[config.mk]
export PLATFORM = sky130hd
export DESIGN_NAME = srod_top
export DESIGN_NICKNAME = d
export VERILOG_FILES = /design/src/rtl/srod_pkg.sv /design/src/rtl/srod_release_timer.sv /design/src/rtl/srod_top.sv
export SDC_FILE = /design/constraint.sdc
export NUM_CORES = 1
export LEC_CHECK = 0
export CAP_MARGIN = 0
export CELL_PAD_IN_SITES_DETAIL_PLACEMENT = 0
export CELL_PAD_IN_SITES_GLOBAL_PLACEMENT = 1
export CORE_MARGIN = 2
export CORE_UTILIZATION = 48
export CTS_CLUSTER_DIAMETER = 100
export DETAILED_ROUTE_END_ITERATION = 10
export DONT_BUFFER_PORTS = 1
export GPL_ROUTABILITY_DRIVEN = 0
export PLACE_DENSITY_LB_ADDON = 0.1
export SLEW_MARGIN = 0
export SYNTH_ARGS = -nofsm -noshare
export SYNTH_HDL_FRONTEND = slang
export SYNTH_HIERARCHICAL = 1
export SYNTH_SLANG_ARGS = --single-unit
export TNS_END_PERCENT = 30
[constraint.sdc]
create_clock -name mclk -period 1.7 [get_ports mclk]
set_input_delay 0.34 -clock mclk [delete_from_list [all_inputs] [get_ports mclk]]
set_output_delay 0.34 -clock mclk [all_outputs]
set_load 0.01 [all_outputs]
[src/rtl/srod_pkg.sv]
/*
 * Constants for the supply reset and oscillator default block: register
 * offsets, field positions, reset values and the release delay.
 * Assumes a 16-bit register port addressed by word offset.
 */
package srod_pkg;

    // Register offsets, as word addresses on the register port.
    localparam logic [15:0] BROWNOUT_CONFIG_OFS      = 16'h0985;
    localparam logic [15:0] CLOCK_SOURCE_CONTROL_OFS = 16'h7012;
    localparam logic [15:0] OSC_ONE_TRIM_OFS         = 16'h7014;
    localparam logic [15:0] OSC_TWO_TRIM_OFS         = 16'h7016;

    // Field positions in brownout_config.
    localparam int BOR_OFF_BIT      = 0;
    localparam int STAT_FAULT_BIT   = 8;
    localparam int STAT_STRAP_BIT   = 9;
    localparam int STAT_HOLD_BIT    = 10;
    localparam int STAT_POWERED_BIT = 11;

    // Field positions in clock_source_control.
    localparam int OSC_ONE_OFF_BIT = 0;
    localparam int OSC_TWO_OFF_BIT = 1;
    localparam int CLK_SRC_BIT     = 2;

    // Reset values.
    localparam logic       BOR_OFF_RST    = 1'b0;
    localparam logic [2:0] CLK_CTL_RST    = 3'h0;
    localparam logic [15:0] TRIM_RST      = 16'h0000;
    localparam logic [15:0] RDATA_RST     = 16'h0000;

    // Reset release delay after the last supply fault clears.
    localparam int CLK_PERIOD_PS    = 5000;
    localparam int RELEASE_DELAY_NS = 1000;
    localparam int RELEASE_CYCLES   =
        (RELEASE_DELAY_NS * 1000 + CLK_PERIOD_PS - 1) / CLK_PERIOD_PS;

endpackage : srod_pkg

[src/rtl/srod_release_timer.sv]
/*
 * Stretches a supply fault into a reset hold that outlasts the fault
 * by a fixed number of cycles.
 * Assumes the fault input is synchronous to the clock.
 */
`timescale 1ns/1ps
module srod_release_timer #(
    parameter int CYCLES = srod_pkg::RELEASE_CYCLES
) (
    // Clock and reset
    input  wire logic mclk,
    input  wire logic resetn,
    // Fault in, hold out
    input  wire logic fault,
    output logic      hold
);
    import srod_pkg::*;

    localparam int CW = $clog2(CYCLES + 1);
    localparam logic [CW-1:0] LOAD = CW'(CYCLES);

    logic [CW-1:0] cnt_ff;
    logic [CW-1:0] nxt_cnt;
    logic          hold_ff;

    // Any fault cycle reloads the full delay.
    assign nxt_cnt = fault ? LOAD
                   : (cnt_ff != '0) ? cnt_ff - 1'b1 : '0;

    always_ff @(posedge mclk or negedge resetn) begin
        if (!resetn) begin
            cnt_ff  <= LOAD;
            hold_ff <= 1'b1;
        end else begin
            cnt_ff  <= nxt_cnt;
            hold_ff <= (nxt_cnt != '0);
        end
    end

    assign hold = hold_ff;

endmodule // srod_release_timer

[src/rtl/srod_top.sv]
/*
 * Supply reset generation and internal oscillator defaults.
 * Assumes supply monitor comparator outputs and the strap are synchronous
 * to mclk, and that the open-drain reset wire is resolved outside.
 */
// Design decision made here: the strobed register port.
`timescale 1ns/1ps
module srod_top #(
    parameter int          RELEASE_CYC = srod_pkg::RELEASE_CYCLES,
    parameter logic [15:0] TRIM1_RST   = srod_pkg::TRIM_RST,
    parameter logic [15:0] TRIM2_RST   = srod_pkg::TRIM_RST
) (
    // Clock and reset
    input  wire logic        mclk,
    input  wire logic        resetn,
    // Register port
    input  wire logic [15:0] reg_addr,
    input  wire logic [15:0] reg_wdata,
    input  wire logic        reg_wr,
    input  wire logic        reg_rd,
    output logic      [15:0] reg_rdata,
    input  wire logic        protected_write_enable,
    // Supply monitor comparators and the regulator strap, high while the condition holds
    input  wire logic        core_por_low,
    input  wire logic        io_por_low,
    input  wire logic        core_bor_low,
    input  wire logic        io_bor_low,
    input  wire logic        core_ov_high,
    input  wire logic        regulator_disable_strap,
    // Other reset sources
    input  wire logic        watchdog_reset,
    // Open-drain external reset pin
    input  wire logic        external_reset_n_in,
    output logic             external_reset_n_out,
    output logic             external_reset_n_oe,
    // Device reset and monitor reset
    output logic             supply_monitor_reset,
    output logic             device_reset_n,
    // Oscillator controls
    output logic             osc_one_enable,
    output logic             osc_two_enable,
    output logic             clock_source_sel,
    output logic      [15:0] osc_one_trim_val,
    output logic      [15:0] osc_two_trim_val,
    // Clock pass-through
    input  wire logic        cpu_clock_in,
    output logic             system_clock_out
);
    import srod_pkg::*;

    // Register state.
    logic        bor_off_ff;
    logic [2:0]  clk_ctl_ff;
    logic [15:0] trim1_ff;
    logic [15:0] trim2_ff;
    logic [15:0] rdata_ff;

    // Strap capture and power-up state.
    logic        strap_ff;
    logic        strap_taken_ff;
    logic        powered_ff;

    // Output flops.
    logic        dev_rst_n_ff;
    logic        sysclk_ff;

    // Decode.
    wire hit_bor  = (reg_addr == BROWNOUT_CONFIG_OFS);
    wire hit_clk  = (reg_addr == CLOCK_SOURCE_CONTROL_OFS);
    wire hit_t1   = (reg_addr == OSC_ONE_TRIM_OFS);
    wire hit_t2   = (reg_addr == OSC_TWO_TRIM_OFS);
    wire wr_ok    = reg_wr && protected_write_enable;
    wire wr_bor   = wr_ok && hit_bor;
    wire wr_clk   = wr_ok && hit_clk;
    wire wr_t1    = wr_ok && hit_t1;
    wire wr_t2    = wr_ok && hit_t2;

    // Until the strap is captured, assume the regulator is on so the core
    // brownout and overvoltage checks err on the safe side.
    wire reg_on   = !(strap_taken_ff && strap_ff);

    // Supply fault terms.
    wire por_flt  = core_por_low || io_por_low;
    wire io_bor   = powered_ff && !bor_off_ff && io_bor_low;
    wire core_bor = powered_ff && !bor_off_ff && reg_on
                    && core_bor_low;
    wire ov_flt   = reg_on && core_ov_high;
    wire fault    = por_flt || io_bor || core_bor || ov_flt;

    wire hold;

    // Fault is stretched by the release delay.
    srod_release_timer #(
        .CYCLES (RELEASE_CYC)
    ) u_release (
        .mclk   (mclk),
        .resetn (resetn),
        .fault  (fault),
        .hold   (hold)
    );

    // Read mux; unmapped addresses read as zero.
    wire [15:0] bor_rd = {4'h0,
                          powered_ff, hold, strap_ff, fault,
                          7'h00, bor_off_ff};
    wire [15:0] clk_rd = {13'h0000, clk_ctl_ff};
    wire [15:0] rd_sel = hit_bor ? bor_rd
                       : hit_clk ? clk_rd
                       : hit_t1  ? trim1_ff
                       : hit_t2  ? trim2_ff
                       : 16'h0000;

    // The external reset pin reads low while anything drives it.
    wire nxt_dev_rst_n = !(hold || watchdog_reset
                           || !external_reset_n_in);

    always_ff @(posedge mclk or negedge resetn) begin
        if (!resetn) begin
            bor_off_ff <= BOR_OFF_RST;
            clk_ctl_ff <= CLK_CTL_RST;
            trim1_ff   <= TRIM1_RST;
            trim2_ff   <= TRIM2_RST;
        end else begin
            if (wr_bor) begin
                bor_off_ff <= reg_wdata[BOR_OFF_BIT];
            end
            if (wr_clk) begin
                clk_ctl_ff <= reg_wdata[2:0];
            end
            if (wr_t1) begin
                trim1_ff <= reg_wdata;
            end
            if (wr_t2) begin
                trim2_ff <= reg_wdata;
            end
        end
    end

    always_ff @(posedge mclk or negedge resetn) begin
        if (!resetn) begin
            rdata_ff <= RDATA_RST;
        end else begin
            rdata_ff <= reg_rd ? rd_sel : RDATA_RST;
        end
    end

    // The strap is caught at the first edge after release, never under
    // the asynchronous reset itself.
    always_ff @(posedge mclk or negedge resetn) begin
        if (!resetn) begin
            strap_ff       <= 1'b0;
            strap_taken_ff <= 1'b0;
        end else if (!strap_taken_ff) begin
            strap_ff       <= regulator_disable_strap;
            strap_taken_ff <= 1'b1;
        end
    end

    // Brownout only counts once the first power-up release is done.
    always_ff @(posedge mclk or negedge resetn) begin
        if (!resetn) begin
            powered_ff <= 1'b0;
        end else if (!hold) begin
            powered_ff <= 1'b1;
        end
    end

    always_ff @(posedge mclk or negedge resetn) begin
        if (!resetn) begin
            dev_rst_n_ff <= 1'b0;
            sysclk_ff    <= 1'b0;
        end else begin
            dev_rst_n_ff <= nxt_dev_rst_n;
            sysclk_ff    <= cpu_clock_in;
        end
    end

    // Output assignments; each comes from a flop, the oscillator enables inverted, except external_reset_n_out, which is tied low.
    assign reg_rdata            = rdata_ff;
    assign external_reset_n_out = 1'b0;
    assign external_reset_n_oe  = hold;
    assign supply_monitor_reset = hold;
    assign device_reset_n       = dev_rst_n_ff;
    assign osc_one_enable       = !clk_ctl_ff[OSC_ONE_OFF_BIT];
    assign osc_two_enable       = !clk_ctl_ff[OSC_TWO_OFF_BIT];
    assign clock_source_sel     = clk_ctl_ff[CLK_SRC_BIT];
    assign osc_one_trim_val     = trim1_ff;
    assign osc_two_trim_val     = trim2_ff;
    assign system_clock_out     = sysclk_ff;

    // Counts quiet cycles since the last fault, saturating.
    logic [15:0] quiet_cnt;
    always_ff @(posedge mclk or negedge resetn) begin
        if (!resetn) begin
            quiet_cnt <= 16'h0000;
        end else if (fault) begin
            quiet_cnt <= 16'h0000;
        end else if (quiet_cnt != 16'hffff) begin
            quiet_cnt <= quiet_cnt + 16'h0001;
        end
    end
endmodule // srod_top

==> results of run 1 <==
-- cell families after synthesis --
| logic type | synth area share, % |
|---|---|
| flops | 57.7 |
| simple gates | 13.4 |
| mux | 14.5 |
| compound gates | 8.72 |
| buf+inv | 3.66 |
| xor+xnor | 0.916 |
| fa+ha+maj | 0.872 |
| other cells | 0.262 |
-- state kept, by name, indices dropped and copies added (netlist names) --
name	count
powered_ff	1
u_release/hold	1
osc_two_trim_val	16
clk_ctl_ff	3
osc_one_trim_val	16
reg_rdata	16
u_release/cnt_ff	8
bor_off_ff	1
strap_ff	1
strap_taken_ff	1
device_reset_n	1
system_clock_out	1
-- what timing repair did --
item / 4_1_cts / 5_1_grt
buffers inserted: 2 / 0
gates resized for setup: 38 / 5
gates cloned: 1 / 0
pin swaps: 6 / 3
hold endpoints to repair: 66 / 67
endpoints found under the setup margin: 44 / 39
-- critical path, delay by kind of cell --
| family | cells | cell delay [ns] |
|---|---|---|
| muxes | 1 | 0.32 |
| and+or+nand+nor | 3 | 1.10 |
| buffers and inverters | 1 | 0.19 |
-- per-stage QoR --
| stage | worst slack, ns | setup TNS, ns |
|---|---|---|
| CTS | -0.0777 | -1.23 |
| global route | -0.0544 | -1.51 |
| global placement | -0.455 | -19.98 |
| finish | -0.0230 | -0.429 |
| detailed placement | -0.495 | -21.12 |
| floorplan | -0.527 | -22.12 |
-- power breakdown --
part | switching (mW) | leakage (nW) | internal, mW | total (mW)
logic | 0.0497 | 0.540 | 0.0479 | 0.0976
registers | 0.0126 | 0.901 | 1.58 | 1.59
clock network | 0.628 | 0.0945 | 0.716 | 1.34
-- placed cells by master, fill, tap and decap left out, types with 3 or more instances in the layout --
cell / Yosys / routed
dfrtp_1: 62 / 62
mux2_4: 0 / 35
nor2_1: 21 / 20
a22oi_1: 15 / 15
clkbuf_8: 0 / 10
nand2_1: 9 / 9
inv_1: 7 / 7
buf_4: 4 / 7
or4_4: 2 / 4
buf_12: 0 / 4
dfstp_2: 4 / 4
or4b_4: 1 / 3
nor4_4: 2 / 3
o2bb2ai_1: 3 / 3
a211oi_1: 3 / 3
nand2b_1: 3 / 3
clkinvlp_4: 0 / 3
-- how the worst min path moves through the flow --
stage / from / endpoint / slack [ns] / depth (start not counted)
floorplan: resetn / bor_off_ff / 0.04 / 0
global placement: resetn / reg_rdata[1] / 0.05 / 0
detailed placement: resetn / reg_rdata[2] / 0.05 / 0
CTS: resetn / reg_rdata[2] / -0.34 / 0
global route: resetn / reg_rdata[2] / -0.34 / 0
finish: resetn / reg_rdata[2] / -0.33 / 0
-- routing by layer --
layer	share of wire [%]	up-vias	routed length, um
li1	-	818	-
met1	42	991	2920
met2	47	86	3260
met3	8.4	13	585
met4	2.3	0	161
met5	0	-	0
-- area by class of cell --
cell class,instances,area share [%]
Sequential cell,66,48.4
Clock buffer,10,4.02
Tap cell,75,2.74
Clock inverter,6,1.94
Multi-Input combinational cell,136,37.6
Inverter,7,0.768
Timing Repair Buffer,13,4.50
==> results_dict.tcl, run 1 <==
set metrics [dict create \
    arrival_ns 1.96 \
    grt_util_met2_pct 34.0 \
    ys_types 46 \
    placedCellCount 295 \
    ys_warn_count 6 \
    multi_input_area_mm2 0.00129 \
    grt_pass1_wl_um 10800 \
    cap_viol_max_count 0 \
    layout_setup_ws_ns -0.0230 \
    crit_start "reg_addr[11]" \
    avgSynthCellArea_um2 13.0 \
    grt_pass1_vias 2007 \
    setup_violations 30 \
    synth_seq_cells 66 \
    clk_latency_ns 0.35 \
    wl_per_cell_um 22.1 \
    finalHoldViolations 66 \
    synth_common_cells "dfrtp_1 (62), nor2_1 (21), mux2_1 (20)" \
    wirelength_um 6930 \
    cts_buffer_depth 2 \
    r2r-start "u_release/cnt_ff[2]" \
    drc 0 \
    dr.first_iter.drc_count 69 \
    synth_area_leaders "dfrtp_1 (54%), mux2_1 (7.8%), mux2_2 (6.3%)" \
    rsz0062_at_grt "true" \
    cts_sinks 66 \
    fillCellCount 481 \
    yosysSeqAreaShare_pct 57.7 \
    cp_data_required_time_ns 1.93 \
    syn2layout_area_growth_pct 19.2 \
    min-delay-path-class "input pin to async pin" \
    skew_ns 0.0145 \
    fp.dieH_um 81.3 \
    die_w_um 81.3 \
    synth_edf_count 0 \
    p_per_area_mw_per_mm2 887 \
    final_core_util_pct 58.5 \
    path_max_fanout 16 \
    syn_area_mm2 0.00287 \
    clk_pin_slew_ns 0.08 \
    nets 281 \
    drv_slew 0 \
    ant_nets 0 \
    grt-ovfl-total 0 \
    rr_endpoint "u_release/hold" \
    diodes 0 \
    slowest_stage "or4b_4" \
    placed_area_mm2 0.00303 \
    rows 28 \
    fin_area_mm2 0.00342 \
    first_pass_iters 5 \
    synth_top_area_share_pct 54.1 \
    p_leak_nw 1.54 \
    power.total_mw 3.04 \
    register_area_mm2 0.00166 \
    grt_use_total_pct 22.5 \
    synthCells 220 \
    endpoint "osc_two_trim_val[10]" \
    initial_core_util_pct 49.1 \
    cts_tree "yes" \
    crit_path_start_kind "input pin" \
    drive_gt1_share_pct 36.1 \
    antenna_found_initial 0 \
    gr-usage-met3_pct 7.22 \
    use_met1_pct 29.0 \
    syn-num-nets 268 \
    grt_max_degree 67 \
    ios 102 \
    critPathCaptureType "flip-flop" \
    die-area_mm2 0.00661 \
    vias 1908 \
    final_cell_count_no_fill 313 \
    async_flop_share_pct 100 \
    fin_crit_sh_pct 101 \
    core_area_mm2 0.00585 \
    top_usage_layer "met2" \
    hpwl_um 4550 \
    io_buffers 0 \
    path_class "input pin to flip-flop" \
    rrSetupSlack_ns 0.02 \
    yosysTopAreaCell "dfrtp_1" \
    ir_worst_vdd_mv 0.495 \
    reg2reg_depth 4 \
    clockRootBuffer "clkbuf_8" \
    cts_buffers 9 \
    post-synth-top-count-cell "dfrtp_1" \
    fmax_mhz 580 \
    htreeDepth 3 \
    synthFlopType "dfrtp_1" \
    violations "negative hold slack, negative setup slack" \
    status "finished, violations left" \
    viasPerCell 6.10 \
    cp_cell_sequence "or4b_4 > nor4_4 > and3_4 > buf_12 > mux2_4" \
    max_stage_delay_ns 0.57 \
    finalCriticalPeriod_ns 1.72 \
    hold_ws_ns -0.333 \
]
Note: power is estimated with default switching activity, not from simulation.
==> inputs of run 2 (changes only) <==
SETUP_SLACK_MARGIN = 0.05   (was default)
==> results_dict.tcl, run 2 (synthesized netlist as in run 1, its figures left out) <==
set metrics [dict create \
    fp.dieH_um 81.3 \
    fin_tns_setup_ns -0.977 \
    final_core_util_pct 58.8 \
    ant_nets 0 \
    crit_path_start_kind "input pin" \
    syn2layout_area_growth_pct 19.8 \
    final_cell_count_no_fill 314 \
    power.total_mw 3.03 \
    die-area_mm2 0.00661 \
    setup_violations 25 \
    diodes 0 \
    initial_core_util_pct 49.1 \
    viasPerCell 6.06 \
    placedCellCount 295 \
    top_usage_layer "met2" \
    final_common_cell "dfrtp_1" \
    first_pass_iters 4 \
    p_switching_mw 0.687 \
    hpwl_um 4550 \
    path_max_fanout 8 \
    grt_pass1_vias 2010 \
    fmax_mhz 556 \
    finalCriticalPeriod_ns 1.80 \
    path_class "input pin to flip-flop" \
    antenna_found_initial 0 \
    skew_ns 0.0120 \
    grt_use_total_pct 22.5 \
    place_worst_setup_slack_ns -0.495 \
    clk_pin_slew_ns 0.08 \
    cts_tree "yes" \
    finalHoldViolations 66 \
    combPwrFrac_pct 3.2 \
    min-delay-path-class "input pin to async pin" \
    nets 282 \
    die_w_um 81.3 \
    io_buffers 0 \
    vias 1902 \
    fillCellCount 478 \
    clk_latency_ns 0.35 \
    fin_area_mm2 0.00344 \
    grt_pass1_wl_um 10800 \
    dr.first_iter.drc_count 83 \
    cp_data_required_time_ns 1.93 \
    ir_worst_vdd_mv 0.495 \
    cts_buffers 9 \
    layout_common_cells "dfrtp_1 (61), mux2_4 (35), nor2_1 (20)" \
    cap_viol_max_count 0 \
    switching_share_pct 22.6 \
    grt_max_degree 67 \
    cts_buffer_depth 2 \
    critPathCaptureType "flip-flop" \
    wl_per_cell_um 22.0 \
    drive_gt1_share_pct 37.2 \
    intPower_mw 2.35 \
    placed_area_mm2 0.00303 \
    drc 0 \
    gr-usage-met3_pct 7.22 \
    status "finished, violations left" \
    p_per_area_mw_per_mm2 882 \
    grt_util_met2_pct 33.6 \
    p_seq_share_pct 52.6 \
    ios 102 \
    clkPwrFrac_pct 44.2 \
    fin_crit_sh_pct 106 \
    layout_setup_ws_ns -0.0987 \
    violations "negative hold slack, negative setup slack" \
    wirelength_um 6920 \
    rows 28 \
    use_met1_pct 29.2 \
    hold_ws_ns -0.330 \
    core_area_mm2 0.00585 \
    cts_sinks 66 \
    clockRootBuffer "clkbuf_8" \
    htreeDepth 3 \
    drv_slew 0 \
    grt-ovfl-total 0 \
    arrival_ns 2.03 \
    p_leak_nw 1.54 \
    rsz0062_at_grt "true" \
]
==> run 2: cell count changes in the layout (fill, tap and decap cells not counted), sizes merged <==
cell	before	now
buf	12	13
==> run 2: area by class of cell <==
class                      instances  area (um2)  share of cell area, %
sequential                        66        1660                   48.2
multi-input combinational        136        1290                   37.6
timing repair buffer              14         165                   4.80
clock buffer                      10         138                   4.00
tap                               75        93.8                   2.73
clock inverter                     6        66.3                   1.93
inverter                           7        26.3                  0.764
==> run 2: path summary, 6_finish.rpt <==
kind	start	endpoint	slack, ns	depth (start not counted)
worst max-delay path	reg_addr[11]	osc_one_trim_val[5]	-0.1	6
worst min-delay path	resetn	reg_rdata[1]	-0.33	0
worst max register to register	u_release/cnt_ff[2]	u_release/hold	0.04	4
worst min register to register	strap_taken_ff	strap_ff	0.49	1
max in group asynchronous	resetn	u_release/cnt_ff[6]	1.82	0
min in group mclk	watchdog_reset	device_reset_n	0.06	1
==> run 2: metal layers <==
metal / up-vias / wire (um)
met3: 16 / 516
met1: 992 / 2980
met4: 0 / 195
met2: 74 / 3220
met5: - / 0
li1: 820 / -
==> run 2: worst max-delay path, stage by stage <==
cell	delay, ns
or4b_4	0.57
nor4_4	0.31
and3_4	0.26
buf_6	0.10
buf_12	0.13
mux2_4	0.31
==> run 2: timing repair <==
item / in CTS / in global routing
pin swaps: 9 / 4
buffers inserted: 2 / 0
gates resized for setup: 40 / 3
cloned: 1 / 0
hold endpoints to repair: 66 / 67
endpoints found under the setup margin: 53 / 49
==> run 2: power by group through the flow <==
| stage | logic (mW) | registers, mW | clock network [mW] |
|---|---|---|---|
| global route | 0.108 | 1.60 | 1.43 |
| CTS | 0.0925 | 1.59 | 1.37 |
| floorplan | 0.0641 | 1.62 | 0 |
| global placement | 0.0825 | 1.62 | 0 |
| detailed placement | 0.0871 | 1.62 | 0 |
| finish | 0.0980 | 1.60 | 1.34 |
==> inputs of run 3 (changes only) <==
GPL_TIMING_DRIVEN = 0   (was default)
==> results_dict.tcl, run 3 (synthesized netlist as in run 1, its figures left out) <==
set metrics [dict create \
    status "finished, violations left" \
    violations "negative hold slack, negative setup slack" \
    wl_met3_um 493 \
    fmax_mhz 543 \
    ant_nets 0 \
    finalCriticalPeriod_ns 1.84 \
    cts_buffer_depth 2 \
    rr_endpoint "u_release/hold" \
    viasPerCell 5.92 \
    top_layer "met4" \
    core_area_mm2 0.00585 \
    grt_use_total_pct 22.0 \
    grt_max_degree 67 \
    grt-ovfl-total 0 \
    rows 28 \
    fillCellCount 446 \
    wl_met1_um 2820 \
    cp_data_required_time_ns 1.91 \
    p_per_area_mw_per_mm2 843 \
    path_max_fanout 3 \
    first_pass_iters 4 \
    reg2reg_depth 4 \
    final_core_util_pct 60.4 \
    io_buffers 0 \
    wirelength_um 6830 \
    dr.first_iter.drc_count 97 \
    initial_core_util_pct 49.1 \
    layout_common_cells "dfrtp_1 (60), mux2_4 (36), nor2_1 (18)" \
    layout_setup_ws_ns -0.143 \
    fin_crit_sh_pct 108 \
    hpwl_um 4580 \
    crit_path_start_kind "input pin" \
    dr_wl_met2_um 3430 \
    clk_pin_slew_ns 0.08 \
    path_class "input pin to flip-flop" \
    clk_latency_ns 0.33 \
    min-delay-path-class "input pin to async pin" \
    drc 0 \
    rrSetupSlack_ns 0.06 \
    final_common_cell "dfrtp_1" \
    fp.dieH_um 81.3 \
    vias 1899 \
    hold_ws_ns -0.311 \
    die_w_um 81.3 \
    drive_gt1_share_pct 41.9 \
    cts_sinks 66 \
    ir_worst_vdd_mv 0.547 \
    arrival_ns 2.05 \
    grt_pass1_vias 2025 \
    fin_tns_setup_ns -3.77 \
    setup_violations 39 \
    nets 290 \
    cts_buffers 9 \
    critPathCaptureType "flip-flop" \
    p_leak_nw 1.60 \
    place_worst_setup_slack_ns -0.837 \
    die-area_mm2 0.00661 \
    cts_tree "yes" \
    htreeDepth 3 \
    skew_ns 0.0126 \
    clockRootBuffer "clkbuf_8" \
    antenna_found_initial 0 \
    diodes 0 \
    finalHoldViolations 66 \
    r2r-start "u_release/cnt_ff[2]" \
    cap_viol_max_count 0 \
    drv_slew 0 \
    wl_per_cell_um 21.3 \
    rsz0062_at_grt "true" \
    grt_pass1_wl_um 10700 \
    ios 102 \
    syn2layout_area_growth_pct 23.1 \
]
==> run 3: changes by cell type in the layout (fill, tap and decap cells not counted), moves of 2 or more <==
cell      change
and3_1        +2
a211oi_2      +3
nor2_1        -2
buf_6         +2
buf_4         +6
a211oi_1      -3
and3_4        -2
==> run 3: timing repair <==
action | 4_1_cts | 5_1_grt
endpoints found under the setup margin | 53 | 56
buffers inserted | 11 | 0
endpoints found under the hold margin | 66 | 66
gates resized for setup | 50 | 14
pin swaps | 10 | 6
cloned | 1 | 0
==> run 3: layer usage <==
metal	GRT usage (%)	up-vias
met5	0	-
met2	34.5	68
li1	-	837
met1	28.1	986
met3	6.22	8
met4	10.3	0
==> run 3: power breakdown <==
group	switching, mW	internal, mW
Clock	0.592	0.704
Sequential	0.0142	1.58
Combinational	0.0448	0.0417
==> run 3: layout make-up <==
class | count | area, um2 | area share [%]
Clock inverter | 5 | 55.1 | 1.56
Multi-Input combinational cell | 136 | 1320 | 37.3
Clock buffer | 10 | 138 | 3.89
Timing Repair Buffer | 12 | 130 | 3.68
Inverter | 7 | 26.3 | 0.743
Buffer | 10 | 115 | 3.26
Tap cell | 75 | 93.8 | 2.65
Sequential cell | 66 | 1660 | 46.9
==> run 3: how the worst max path moves through the flow <==
stage	startpoint	end	cells past startpoint
2_1_floorplan	reg_addr[7]	osc_one_trim_val[10]	6
6_report	reg_addr[11]	clk_ctl_ff[0]	5
5_1_grt	reg_addr[11]	osc_two_trim_val[4]	6
4_1_cts	reg_addr[11]	clk_ctl_ff[0]	5
3_3_place_gp	reg_addr[3]	osc_two_trim_val[10]	6
3_5_place_dp	reg_addr[3]	osc_one_trim_val[5]	6
==> run 3: critical path, stage by stage <==
cell and delay (ns):
or4b_4 0.57, or4_4 0.54, buf_6 0.14, nor2_4 0.15, mux2_4 0.32
==> run 3: through the flow <==
stage | power (mW) | instances | instance area (um2)
CTS | 3.01 | 322 | 3500
detailed placement | 1.70 | 295 | 3000
finish | 2.98 | 321 | 3530
floorplan | 1.69 | 220 | 2910
global route | 3.11 | 321 | 3530
global placement | 1.70 | 295 | 3000
